## src/design/spi_map.svh

```systemverilog
`ifndef SPI_MAP_SVH
`define SPI_MAP_SVH

// ----------------------------------------
// Register offsets, data space
// ----------------------------------------
`define CTRL_OFF 8'h4c
`define STAT_OFF 8'h4d
`define DATA_OFF 8'h4e
`define IO_DELTA 8'h20

// ----------------------------------------
// Reset values and field positions
// ----------------------------------------
`define CTRL_RESET 8'h00
`define RXBUF_RESET 8'h00
`define DBL_BIT 0
`define STAT_PAD 5'h00
`define READ_IDLE 8'h00

// ----------------------------------------
// Transfer counts
// ----------------------------------------
`define LAST_EDGE 5'h0f
`define EDGE_ZERO 5'h00
`define EDGE_STEP 5'h01

// ----------------------------------------
// Half periods of SCK in system clocks
// ----------------------------------------
`define HALF_DIV2 7'h01
`define HALF_DIV4 7'h02
`define HALF_DIV8 7'h04
`define HALF_DIV16 7'h08
`define HALF_DIV32 7'h10
`define HALF_DIV64 7'h20
`define HALF_DIV128 7'h40

`endif

```

## src/design/spi_pkg.sv

```systemverilog
package spi_pkg;
  typedef struct packed {
    logic irq_en;
    logic port_en;
    logic lsb_first;
    logic master;
    logic cpol;
    logic cpha;
    logic [1:0] rate;
  } ctrl_t;

  typedef struct packed {
    logic sample;
    logic setup;
    logic load;
    logic clear;
  } shift_cmd_t;

  typedef enum logic [1:0] {st_idle, st_wait, st_run} mstate_t;
endpackage

```

## src/design/spi_port.sv

```systemverilog
`include "spi_map.svh"
// Function
// - Shift out on one SCK edge, sample on the other; modes 0-3 map to pairs.
// - Polarity one idles SCK high; zero idles it low.
// - Phase zero samples on leading edge; phase one samples on trailing edge.
// - Interrupt asserts when flag, enable bit and global enable are all set.
// - Nothing happens while the port enable bit is zero.
// - Bit order one sends LSB first, zero sends MSB first.
// - Master select; slave-select low as input clears it and sets flag.
// - Normal speed divides system clock by 4, 16, 64 or 128.
// - Double speed master divides system clock by 2, 8, 32 or 64.
// - Rate select bits have no effect in slave mode.
// - Transfer complete flag sets when a byte finishes.
// - Interrupt acknowledge clears the transfer complete flag.
// - Status read with flag set, then data access, clears the flag.
// - Data write during a transfer sets the collision flag.
// - Status read with collision set, then data access, clears both flags.
// - Data register write starts shifting out the written byte.
// - Data register read returns the receive buffer.
// - Registers answer at data offset and at offset minus 0x20.
// - Master shifts eight bits per write, then stops its clock.
// - Slave-select high resets slave logic and drops partial bits.
// - Transmit single buffered, receive double buffered.
// - Slave-select as master output does not affect the port.
module spi_port
  import spi_pkg::*;
#(
  parameter int W = 8
) (
  input wire logic clk_i,
  input wire logic rst_i,
  input wire logic [7:0] addr_i,
  input wire logic io_space_i,
  input wire logic wr_i,
  input wire logic rd_i,
  input wire logic [7:0] wdata_i,
  output logic [7:0] rdata_o,
  input wire logic global_irq_en_i,
  input wire logic irq_ack_i,
  output logic irq_o,
  input wire logic sck_i,
  output logic sck_o,
  output logic sck_oe_o,
  input wire logic mosi_i,
  output logic mosi_o,
  output logic mosi_oe_o,
  input wire logic miso_i,
  output logic miso_o,
  output logic miso_oe_o,
  input wire logic ss_n_i,
  input wire logic ss_is_output_i
);
  import spi_pkg::*;

  ctrl_t ctrl;
  mstate_t state;
  logic dbl;
  logic spif;
  logic wcol;
  logic spif_arm;
  logic wcol_arm;
  logic [7:0] rxbuf;
  logic [4:0] edge_cnt;
  logic sck_q;

  // ----------------------------------------
  // Address decode
  // ----------------------------------------
  wire [7:0] dspace = io_space_i ? 8'(addr_i + `IO_DELTA) : addr_i;
  wire sel_ctrl = (dspace == `CTRL_OFF);
  wire sel_stat = (dspace == `STAT_OFF);
  wire sel_data = (dspace == `DATA_OFF);
  wire ctrl_wr = wr_i && sel_ctrl;
  wire stat_wr = wr_i && sel_stat;
  wire stat_rd = rd_i && sel_stat;
  wire data_wr = wr_i && sel_data;
  wire data_rd = rd_i && sel_data;
  wire data_acc = (wr_i || rd_i) && sel_data;
  wire [7:0] stat_val = {spif, wcol, `STAT_PAD, dbl};
  wire [7:0] rmux = sel_ctrl ? ctrl :
                    sel_stat ? stat_val :
                    sel_data ? rxbuf : `READ_IDLE;

  // ----------------------------------------
  // Mode decode
  // ----------------------------------------
  wire master_on = ctrl.port_en && ctrl.master;
  // In master mode, slave-select is only looked at while it is an input; slave mode uses it either way
  wire mode_fault = master_on && !ss_is_output_i && !ss_n_i;
  wire slave_on = ctrl.port_en && !ctrl.master && !ss_n_i;
  wire core_busy;
  wire core_done;
  wire core_out;
  wire [W-1:0] core_rx;
  wire busy = (state != st_idle) || core_busy;
  wire start = data_wr && master_on && !mode_fault && (state == st_idle);
  wire load = data_wr && !busy;
  wire wcol_set = data_wr && busy;

  // ----------------------------------------
  // Master edge timing
  // ----------------------------------------
  wire tick;
  wire m_lead = !edge_cnt[0];
  wire m_sample = tick && (m_lead ^ ctrl.cpha);
  wire m_setup = tick && !(m_lead ^ ctrl.cpha);
  wire m_last = tick && (edge_cnt == `LAST_EDGE);

  // ----------------------------------------
  // Slave edge timing
  // ----------------------------------------
  // SCK is sampled, so the remote clock must stay slow enough to see both levels
  wire s_edge = slave_on && (sck_i != sck_q);
  wire s_lead = (sck_i != ctrl.cpol);
  wire s_sample = s_edge && (s_lead ^ ctrl.cpha);
  wire s_setup = s_edge && !(s_lead ^ ctrl.cpha);
  wire s_done = slave_on && core_done;

  wire xfer_done = m_last || s_done;
  wire spif_set = xfer_done || mode_fault;
  wire spif_clr = irq_ack_i || (data_acc && (spif_arm || wcol_arm));
  wire wcol_clr = data_acc && wcol_arm;

  shift_cmd_t cmd;
  assign cmd.sample = m_sample || s_sample;
  assign cmd.setup = m_setup || s_setup;
  assign cmd.load = load;
  assign cmd.clear = !(slave_on || master_on);

  // ----------------------------------------
  // Submodules
  // ----------------------------------------
  spi_rate_gen #(
    .CW(7)
  ) u_rate (
    .clk_i(clk_i),
    .rst_i(rst_i),
    .run_i(state == st_run),
    .double_i(dbl),
    .rate_i(ctrl.rate),
    .tick_o(tick)
  );

  spi_shift_core #(
    .W(W)
  ) u_core (
    .clk_i(clk_i),
    .rst_i(rst_i),
    .cmd_i(cmd),
    .lsb_first_i(ctrl.lsb_first),
    .load_data_i(wdata_i),
    .in_bit_i(ctrl.master ? miso_i : mosi_i),
    .out_bit_o(core_out),
    .busy_o(core_busy),
    .done_o(core_done),
    .rx_o(core_rx)
  );

  // ----------------------------------------
  // Registers
  // ----------------------------------------
  always_ff @(posedge clk_i or posedge rst_i) begin
    if (rst_i) begin
      ctrl <= `CTRL_RESET;
    end else if (mode_fault) begin
      ctrl.master <= 1'b0;
    end else if (ctrl_wr) begin
      ctrl <= wdata_i;
    end
  end

  always_ff @(posedge clk_i or posedge rst_i) begin
    if (rst_i) begin
      dbl <= 1'b0;
    end else if (stat_wr) begin
      dbl <= wdata_i[`DBL_BIT];
    end
  end

  // Hardware set wins over any clear in the same cycle
  always_ff @(posedge clk_i or posedge rst_i) begin
    if (rst_i) begin
      spif <= 1'b0;
      wcol <= 1'b0;
    end else begin
      spif <= spif_set || (spif && !spif_clr);
      wcol <= wcol_set || (wcol && !wcol_clr);
    end
  end

  always_ff @(posedge clk_i or posedge rst_i) begin
    if (rst_i) begin
      spif_arm <= 1'b0;
      wcol_arm <= 1'b0;
    end else if (stat_rd) begin
      spif_arm <= spif;
      wcol_arm <= wcol;
    end else if (data_acc) begin
      spif_arm <= 1'b0;
      wcol_arm <= 1'b0;
    end
  end

  // Old byte stays readable until the next one is complete
  always_ff @(posedge clk_i or posedge rst_i) begin
    if (rst_i) begin
      rxbuf <= `RXBUF_RESET;
    end else if (core_done) begin
      rxbuf <= core_rx;
    end
  end

  // ----------------------------------------
  // Master sequencer
  // ----------------------------------------
  // One wait cycle lets the first bit settle on MOSI before any SCK edge
  always_ff @(posedge clk_i or posedge rst_i) begin
    if (rst_i) begin
      state <= st_idle;
    end else if (!master_on || mode_fault) begin
      state <= st_idle;
    end else begin
      case (state)
        st_idle: begin
          if (start) begin
            state <= st_wait;
          end
        end
        st_wait: begin
          state <= st_run;
        end
        st_run: begin
          if (m_last) begin
            state <= st_idle;
          end
        end
        default: begin
          state <= st_idle;
        end
      endcase
    end
  end

  always_ff @(posedge clk_i or posedge rst_i) begin
    if (rst_i) begin
      edge_cnt <= `EDGE_ZERO;
    end else if (state != st_run) begin
      edge_cnt <= `EDGE_ZERO;
    end else if (tick) begin
      edge_cnt <= edge_cnt + `EDGE_STEP;
    end
  end

  // ----------------------------------------
  // Pins
  // ----------------------------------------
  // Data pins come straight off the shifter flop; a second stage would lag SCK at /2
  assign mosi_o = core_out;
  assign miso_o = core_out;

  always_ff @(posedge clk_i or posedge rst_i) begin
    if (rst_i) begin
      sck_o <= 1'b0;
      sck_oe_o <= 1'b0;
      mosi_oe_o <= 1'b0;
      miso_oe_o <= 1'b0;
      sck_q <= 1'b0;
    end else begin
      if (state != st_run) begin
        sck_o <= ctrl.cpol;
      end else if (tick) begin
        sck_o <= !sck_o;
      end
      sck_oe_o <= master_on;
      mosi_oe_o <= master_on;
      miso_oe_o <= slave_on;
      sck_q <= sck_i;
    end
  end

  always_ff @(posedge clk_i or posedge rst_i) begin
    if (rst_i) begin
      irq_o <= 1'b0;
      rdata_o <= `READ_IDLE;
    end else begin
      irq_o <= spif && ctrl.irq_en && global_irq_en_i;
      rdata_o <= rd_i ? rmux : `READ_IDLE;
    end
  end
endmodule

```

## src/design/spi_rate_gen.sv

```systemverilog
`include "spi_map.svh"
module spi_rate_gen #(
  parameter int CW = 7
) (
  input wire logic clk_i,
  input wire logic rst_i,
  input wire logic run_i,
  input wire logic double_i,
  input wire logic [1:0] rate_i,
  output logic tick_o
);
  logic [CW-1:0] cnt;
  logic [CW-1:0] half;
  logic [CW-1:0] half_norm;
  logic [CW-1:0] half_dbl;

  // ----------------------------------------
  // Divider selection
  // ----------------------------------------
  assign half_norm = (rate_i == 2'h0) ? CW'(`HALF_DIV4) :
                     (rate_i == 2'h1) ? CW'(`HALF_DIV16) :
                     (rate_i == 2'h2) ? CW'(`HALF_DIV64) : CW'(`HALF_DIV128);
  assign half_dbl = (rate_i == 2'h0) ? CW'(`HALF_DIV2) :
                    (rate_i == 2'h1) ? CW'(`HALF_DIV8) :
                    (rate_i == 2'h2) ? CW'(`HALF_DIV32) : CW'(`HALF_DIV64);
  assign half = double_i ? half_dbl : half_norm;
  assign tick_o = run_i && (cnt == half - CW'(1));

  // Counter held at zero while stopped, so each byte starts a full half period
  always_ff @(posedge clk_i or posedge rst_i) begin
    if (rst_i) begin
      cnt <= '0;
    end else if (!run_i || tick_o) begin
      cnt <= '0;
    end else begin
      cnt <= cnt + CW'(1);
    end
  end
endmodule

```

## src/design/spi_shift_core.sv

```systemverilog
module spi_shift_core
  import spi_pkg::*;
#(
  parameter int W = 8
) (
  input wire logic clk_i,
  input wire logic rst_i,
  input spi_pkg::shift_cmd_t cmd_i,
  input wire logic lsb_first_i,
  input wire logic [W-1:0] load_data_i,
  input wire logic in_bit_i,
  output logic out_bit_o,
  output logic busy_o,
  output logic done_o,
  output logic [W-1:0] rx_o
);
  localparam int CNW = $clog2(W);
  logic [W-1:0] sr;
  logic [W-1:0] shifted;
  logic [CNW-1:0] cnt;
  logic top_now;
  logic top_load;

  // ----------------------------------------
  // Bit order
  // ----------------------------------------
  assign shifted = lsb_first_i ? {in_bit_i, sr[W-1:1]} : {sr[W-2:0], in_bit_i};
  assign top_now = lsb_first_i ? sr[0] : sr[W-1];
  assign top_load = lsb_first_i ? load_data_i[0] : load_data_i[W-1];
  assign done_o = cmd_i.sample && (cnt == CNW'(W - 1));
  assign busy_o = (cnt != '0);
  assign rx_o = shifted;

  // Sampling shifts at once; the out bit moves only on load, clear and setup edges
  always_ff @(posedge clk_i or posedge rst_i) begin
    if (rst_i) begin
      sr <= '0;
      cnt <= '0;
      out_bit_o <= 1'b0;
    end else begin
      if (cmd_i.load) begin
        sr <= load_data_i;
      end else if (cmd_i.sample) begin
        sr <= shifted;
      end
      if (cmd_i.load || cmd_i.clear) begin
        cnt <= '0;
      end else if (cmd_i.sample) begin
        cnt <= cnt + CNW'(1);
      end
      if (cmd_i.load) begin
        out_bit_o <= top_load;
      end else if (cmd_i.clear || cmd_i.setup) begin
        out_bit_o <= top_now;
      end
    end
  end
endmodule

```

## config.mk

```make
export PLATFORM = sky130hd
export DESIGN_NAME = spi_port
export DESIGN_NICKNAME = d
export VERILOG_FILES = /design/src/design/spi_pkg.sv /design/src/design/spi_port.sv /design/src/design/spi_rate_gen.sv /design/src/design/spi_shift_core.sv
export VERILOG_INCLUDE_DIRS = /design/src /design/src/design
export SDC_FILE = /design/constraint.sdc
export NUM_CORES = 1
export LEC_CHECK = 0
export ABC_CLOCK_PERIOD_IN_PS = 3960
export BUFFER_PORTS_ARGS = -buffer_cell sky130_fd_sc_hd__buf_2
export CAP_MARGIN = 20
export CORE_MARGIN = 5
export CORE_UTILIZATION = 45
export CTS_CLUSTER_SIZE = 20
export DETAILED_ROUTE_END_ITERATION = 12
export GPL_TIMING_DRIVEN = 0
export HOLD_SLACK_MARGIN = 0.12
export PLACE_DENSITY_LB_ADDON = 0.08
export REMOVE_ABC_BUFFERS = 1
export SYNTH_ARGS = -nofsm -noshare
export SYNTH_HDL_FRONTEND = slang
export SYNTH_HIERARCHICAL = 1
export SYNTH_SLANG_ARGS = --single-unit
```

## constraint.sdc

```tcl
create_clock -name clk_i -period 3.96 [get_ports clk_i]
set_clock_uncertainty 0.1 [all_clocks]
set_input_delay 0.396 -clock clk_i [delete_from_list [all_inputs] [get_ports clk_i]]
set_output_delay 0.396 -clock clk_i [all_outputs]
set_load 0.03 [all_outputs]
```

==> results of run 1 <==
-- logic make-up (layout without fill, tap and decap cells) --
group           count (synthesis)  count (layout)  synth area share
compound gates                 48              48             0.107
simple gates                   96              96             0.167
flops                          60              60             0.456
mux                            50              50             0.166
xor+xnor                       13              13            0.0346
buf+inv                        28              79            0.0403
fa+ha+maj                       8               8            0.0304
-- cells in the mapped netlist, drive strengths merged (2+ instances only) --
cell type	n
dfrtp	60
mux2	26
mux2i	23
nand2	20
nor2	16
o21ai	15
inv	13
nor3	13
buf	10
xnor2	10
and3	8
ha	8
a21oi	7
nand2b	6
clkbuf	5
nor2b	5
or3	5
and2	4
nor3b	4
a32o	3
nor4	3
o2111ai	3
o21a	3
xor2	3
a31oi	2
nand3	2
nand3b	2
nand4	2
o211ai	2
o311ai	2
-- registers in the layout (all words and copies together), names as in the netlist, 2 cells and up --
name        cells
ctrl            8
rdata_o         8
rxbuf           8
u_core/sr       8
u_rate/cnt      7
edge_cnt        5
u_core/cnt      3
state           2
-- report_power, final --
group | internal (W) | switching, W | leakage, nW
clock network | 0.000323 | 0.000242 | 0.102
registers | 0.000636 | 0.0000309 | 0.821
logic | 0.0000891 | 0.000101 | 0.859
total | 0.00105 | 0.000374 | 1.78
-- cell usage in the layout (no fill, tap or decap), types with 3 or more instances in the layout --
cell type / n
nor3b_1: 4
buf_2: 42
nor3_1: 11
or3_1: 5
a32o_1: 3
a21oi_1: 6
o21ai_0: 13
o2111ai_1: 3
mux2i_1: 22
mux2_2: 26
nor2_1: 15
buf_4: 3
ha_1: 8
nand2_1: 20
nor2b_1: 5
xor2_1: 3
o21a_1: 3
dfrtp_1: 58
xnor2_1: 9
clkbuf_8: 11
inv_1: 12
and3_1: 8
nand2b_1: 6
-- worst max-delay path, cell delays in order, from the launching register on --
cell and delay, ns:
dfrtp_2 0.50, or3_1 0.39, ha_1 0.31, xnor2_1 0.17, and3_1 0.21, o311ai_4 0.39
nor2_4 0.09, a22oi_1 0.32, mux2i_4 0.13, buf_6 0.16, and2_4 0.21, a221o_1 0.38
a311o_1 0.28
-- routing by layer --
metal,GRT usage,vias up
met5,0,-
met4,0.0758,0
met3,0.0300,10
met2,0.269,30
met1,0.237,1180
li1,-,1182
-- area by class of cell --
cell class,instances,area share
clock buffer,12,0.0399
clock inverter,4,0.0122
inverter,13,0.0126
multi-input combinational,215,0.440
sequential,60,0.387
tap,99,0.0319
timing repair buffer,50,0.0760
-- repair_timing --
item | in CTS | in global routing
hold endpoints to repair | 35 | 0
hold buffers | 2 | 0
gates resized for setup | 5 | 5
setup buffers | 3 | 0
cloned | 0 | 0
pin swaps | 2 | 0
endpoints found under the setup margin | 20 | 9
-- metrics by stage --
stage | util | instance area (um2)
after detailed placement | 0.501 | 3600
after floorplan | - | 3210
final | 0.541 | 3880
after CTS | 0.539 | 3870
after global routing | 0.541 | 3880
after global placement | 0.494 | 3540
-- how the worst max path moves through the flow --
stage                     cells after the start                start                    to  slack [ns]
after floorplan                              12  ctrl[0]$_DFFE_PP0P_  rxbuf[0]$_DFFE_PP0P_       -0.58
after global placement                       11  ctrl[1]$_DFFE_PP0P_  rxbuf[5]$_DFFE_PP0P_       -1.50
after detailed placement                     13  ctrl[1]$_DFFE_PP0P_  rxbuf[4]$_DFFE_PP0P_       -0.97
after CTS                                    13  ctrl[1]$_DFFE_PP0P_        spif$_DFF_PP0_        0.02
after global routing                         13  ctrl[1]$_DFFE_PP0P_  rxbuf[4]$_DFFE_PP0P_        0.06
final                                        12  ctrl[1]$_DFFE_PP0P_        spif$_DFF_PP0_        0.19
==> results.md, run 1 <==
* Ant diodes at 0
* Max-Cap Viols at 0
* Post-synth EDFFs at 0
* TritonRoute pass-1 iters at 4
* Worst-case vdd ir drop at 213 uV
* CTS root buffer: clkbuf_8
* Dpl ws at -0.966 ns
* Reg2Reg Depth at 12
* Die area at 9130 um2
* Sequential cell area at approximately 1500 um2
* Hold Crit Class: input port to flop
* R2R Path End: spif$_DFF_PP0_
* Routed metal-1 wirelength at approximately 3500 um
* # port buffers at 42
* Met3 wire length at roughly 210 um
* Multi-input logic area at 1710 um2
* Fmax at 0.265 GHz
* Iter 0 DRT Violations at 50
* Leak at roughly 1.8 nW
* PnR worst setup slack at 0.186 ns
* Die Ht at 95.6 um
* Cell Count, Final, Fillers Out at 453
* Clock latency on the worst-skew pair at about 0.33 ns
* WS Path Type: flop to flop
* Core ar. at 7180 um2
* Final Slew Violations at 0
* Status: finished clean
* Synth top area share at 0.456
* Sequential area share after synthesis at 0.456
* TNS Setup at 0 ns
* DR WL/cell at 15.9 um
* Post-synthesis register bit count at 60
* Hold slack at 0.180 ns
* DRC at 0
* First-pass GRT wire length at 12000 um
* Power Total at 0.00142 W
* Synth area leaders: dfrtp_1 46%, mux2_2 8.9%, mux2i_1 7.0%
* Cts bufs inserted at 9
* Mapped Area at 3290 um2
* Minimum clock period at 3.77 ns
* Hpwl dp at approximately 5300 um
* Tightest Pin Transition at 0.700 ns
* Worst Path Arrival at slightly below 4 ns
* H-tree depth at 3
* Synth unique cells at between 50 and 60
* Hold Crit Endpoint: u_core/sr[3]$_DFFE_PP0P_
* Reg2reg setup slack at between 0.15 and 0.2 ns
* Post-DRT Antenna Nets at 0
* DR WL met2 at about 3400 um
* Main synth FF type: dfrtp_1
* Pwr dens at approximately 370 nW/um2
* Clk buf depth at 2
* # setup viols final at 0
* Synth-to-Final Area Change at 17.9%
* Clock transition at path regs at ~0.07 ns
* Launch point of the worst hold path: wdata_i[3]
* GPL Wtd Cong at roughly 0.77
* Final wirelength at 7220 um
* RSZ-0062 raised after global routing: false
* Worst hold stages at 3
* Synth async-reset ratio at 1.00
* Initial Utilization at 0.459
* Worst reg2reg startpoint: ctrl[1]$_DFFE_PP0P_
* Total number of placement rows at 31
* Relative slew margins at 0.532
* Critical Path Fanout Max at 12
* Routed vias/inst at around 5.3
* Die X at 95.6 um
* DR top layer: met4
* Final Hold Fails at 0
* Initial antenna violation count at 0
* Cell taking the most area after synthesis: dfrtp_1
* Startpoint Class: flop
* Crit path capture type: flop
* Syn Inst Count at 303
* Cells after DPL at 432
* Vias at 2402
* Yosys warns at 6
* Mean post-synth cell area at 10.9 um2
* # fillers at approximately 660
* Total grt overflow at 0
* Nets at roughly 390
* Critical Path RT at 4.07 ns
* CTS tree: built
* Vias in the first global route at approximately 2400
* I/O Pins at 43
* Clock Sinks at 60
* Tcrit/Tclk final at 0.953
* Layout cells sized above 1 at 0.308
* GRT Overall Usage at 0.173
* Largest net degree at the start of global routing at 27
(Power assumes the default switching activity.)
==> inputs of run 2 (changes only) <==
--- a/config.mk
+++ b/config.mk
@@ -6,7 +6,7 @@
 export SDC_FILE = /design/constraint.sdc
 export NUM_CORES = 1
 export LEC_CHECK = 0
-export ABC_CLOCK_PERIOD_IN_PS = 3960
+export ABC_CLOCK_PERIOD_IN_PS = 4200
 export BUFFER_PORTS_ARGS = -buffer_cell sky130_fd_sc_hd__buf_2
 export CAP_MARGIN = 20
 export CORE_MARGIN = 5
==> constraint.sdc (replaced) <==
create_clock -name clk_i -period 4.2 [get_ports clk_i]
set_clock_uncertainty 0.1 [all_clocks]
set_input_delay 0.42 -clock clk_i [delete_from_list [all_inputs] [get_ports clk_i]]
set_output_delay 0.42 -clock clk_i [all_outputs]
set_load 0.03 [all_outputs]
==> run 2 against run 1 <==
Sequential share of layout area about the same. Clock power decreased by 5.8%. Register-to-register slack better by 0.05 ns. Hold slack better by 0.024 ns. Clock-buffer cell count unchanged. Worst setup slack better by 0.046 ns. Critical endpoint unchanged. Maximum frequency is 4.9% lower. Core utilization about the same. Cell area hardly changed. Critical path type unchanged.
==> results.md, run 2 (same netlist as run 1, synthesis figures left out) <==
* Net Sw Frac at 0.261 (-0.00173)
* Core ar. at 7180 um2 (unchanged)
* GRT Overall Usage at 0.170 (-0.00250)
* Relative slew margins at 0.565 (+0.0322)
* Critical Path RT at 4.31 ns (+0.24 ns)
* Flop pwr share at 0.471 (+0.002)
* Cts bufs inserted at 9 (unchanged)
* Slowest CP cell: dfrtp_2
* Clock Sinks at 60 (unchanged)
* CTS tree: built
* Pwr dens at 343 nW/um2 (-6.2%)
* Hold Crit Class: input port to flop
* Tcrit/Tclk final at 0.945 (-0.00819)
* Cells after DPL at 432 (unchanged)
* Final Slew Violations at 0 (unchanged)
* Die area at 9130 um2 (unchanged)
* Worst-path cell chain: or3_1, ha_1, xnor2_1, and3_1, o311ai_4, nor2_4, nor2b_1, a21oi_1, mux2i_4, buf_6, and2_2, a221o_1, a311o_1
* Hpwl dp at 5270 um (unchanged)
* WS Path Type: flop to flop
* Die Ht at 95.6 um (unchanged)
* Minimum clock period at 3.97 ns (+0.194 ns)
* Leak at 1.79 nW (+0.47%)
* Clk pwr share at 0.398 (about the same)
* Crit path capture type: flop
* Post-DRT Antenna Nets at 0 (unchanged)
* Ant diodes at 0 (unchanged)
* Most frequent cells in the layout: 58 x dfrtp_1, 42 x buf_2, 26 x mux2_2, 22 x mux2i_1, 20 x nand2_1
* # fillers at 663 (+0.76%)
* Initial Utilization at 0.459 (unchanged)
* Synth-to-Final Area Change at 18.0% (about the same)
* Worst-case vdd ir drop at 200 uV (-6.1%)
* First-pass GRT wire length at 11800 um (-1.2%)
* Final wirelength at 7120 um (-1.3%)
* Critical Path Fanout Max at 12 (unchanged)
* Total grt overflow at 0 (unchanged)
* # port buffers at 42 (unchanged)
* Clock transition at path regs at 0.07 ns (about the same)
* I/O Pins at 43 (unchanged)
* Cell Count, Final, Fillers Out at 455 (+0.44%)
* Status: finished clean
* P_int at 0.000986 W (-5.9%)
* Largest net degree at the start of global routing at 27 (unchanged)
* H-tree depth at 3 (unchanged)
* Layout cells sized above 1 at 0.306 (-0.00173)
* Commonest non-fill, non-tap cell in the layout: dfrtp_1
* RSZ-0062 raised after global routing: false
* Total number of placement rows at 31 (unchanged)
* Multi-input logic area at 1700 um2 (-0.73%)
* Final Hold Fails at 0 (unchanged)
* # setup viols final at 0 (unchanged)
* Iter 0 DRT Violations at 50 (unchanged)
* Sequential cell area at 1500 um2 (unchanged)
* Fmax at 0.252 GHz (-4.9%)
* Clk buf depth at 2 (unchanged)
* CTS root buffer: clkbuf_8
* Routed vias/inst at 5.38 (+1.5%)
* Tightest Pin Transition at 0.652 ns (-0.0482 ns)
* Die X at 95.6 um (unchanged)
* Worst Path Arrival at 4.08 ns (+0.19 ns)
* Vias at 2449 (+2.0%)
* GPL Wtd Cong at 0.771 (unchanged)
* Net Switching at 0.000349 W (-6.8%)
* Nets at 387 (+0.52%)
* Combinational Power Share at 0.131 (-0.002)
* DR WL/cell at 15.6 um (-1.8%)
* CP peak stage delay at 0.50 ns (about the same)
* Vias in the first global route at 2398 (-0.17%)
* Worst hold stages at 3 (unchanged)
* Reg2Reg Depth at 13 (+1)
* DRC at 0 (unchanged)
* Startpoint Class: flop
* Initial antenna violation count at 0 (unchanged)
* TritonRoute pass-1 iters at 4 (unchanged)
* Clock latency on the worst-skew pair at 0.33 ns (about the same)
* Max-Cap Viols at 0 (unchanged)
* Design Area, Final at 3890 um2 (about the same)
* Post-DP Area at 3600 um2 (unchanged)
* Final core utilization at 0.542 (about the same)
==> run 2: area by class of cell <==
| cell class | instances | area share |
|---|---|---|
| Inverter | 13 | 0.0126 |
| Timing Repair Buffer | 52 | 0.0798 |
| Sequential cell | 60 | 0.387 |
| Clock buffer | 12 | 0.0399 |
| Clock inverter | 4 | 0.0122 |
| Tap cell | 99 | 0.0319 |
| Multi-Input combinational cell | 215 | 0.437 |
==> run 2: timing repair <==
item	CTS	global route
endpoints found under the setup margin	20	9
gates resized for setup	5	2
buffers inserted	1	4
hold buffers	2	0
pin swaps	0	1
hold endpoints to repair	35	0
==> run 2: routing by layer <==
| layer | vias up | wire, um | share of wire | GRT usage |
|---|---|---|---|---|
| met5 | - | 0 | 0 | 0 |
| met4 | 0 | 99 | 0.014 | 0.0746 |
| met3 | 8 | 205 | 0.029 | 0.0300 |
| met2 | 43 | 3380 | 0.47 | 0.269 |
| met1 | 1205 | 3440 | 0.48 | 0.230 |
| li1 | 1193 | - | - | - |
==> run 2: critical path, delay by kind of cell (launching register included) <==
| kind | cells | cell delay [ns] |
|---|---|---|
| AO/OA/AOI/OAI | 4 | 1.34 |
| XOR/XNOR | 1 | 0.16 |
| adder cells (fa/ha/maj) | 1 | 0.30 |
| buffers and inverters | 1 | 0.16 |
| flip-flops | 1 | 0.50 |
| multiplexers | 1 | 0.12 |
| AND/OR/NAND/NOR | 5 | 1.16 |
==> run 2: metrics by stage <==
step | setup slack [ns] | hold WS, ns | setup TNS, ns | power, W
floorplan | -0.337 | 0.123 | -2.89 | 0.000750
global placement | -1.26 | 0.285 | -19.62 | 0.000804
detailed placement | -0.726 | 0.299 | -7.39 | 0.000810
CTS | 0.118 | 0.189 | 0 | 0.00135
global route | 0.0609 | 0.217 | 0 | 0.00139
finish | 0.231 | 0.204 | 0 | 0.00133
==> run 2: path summary, 6_finish.rpt <==
path	start	end	slack, ns
hold reg to reg	spif_arm$_DFFE_PP0P_	spif_arm$_DFFE_PP0P_	0.41
setup / recovery	ctrl[1]$_DFFE_PP0P_	spif$_DFF_PP0_	0.23
setup reg to reg	ctrl[1]$_DFFE_PP0P_	spif$_DFF_PP0_	0.23
min in group asynchronous	rst_i	u_rate/cnt[0]$_DFF_PP0_	0.49
hold / removal	wdata_i[3]	u_core/sr[3]$_DFFE_PP0P_	0.20
max in group asynchronous	rst_i	ctrl[0]$_DFFE_PP0P_	2.99
==> run 2: power groups by stage <==
stage / logic (W) / registers (W) / clock network [W]
after CTS: 0.000177 / 0.000628 / 0.000542
after global placement: 0.000166 / 0.000638 / 0
final: 0.000175 / 0.000628 / 0.000532
after floorplan: 0.000110 / 0.000639 / 0
after detailed placement: 0.000171 / 0.000639 / 0
after global routing: 0.000194 / 0.000632 / 0.000566
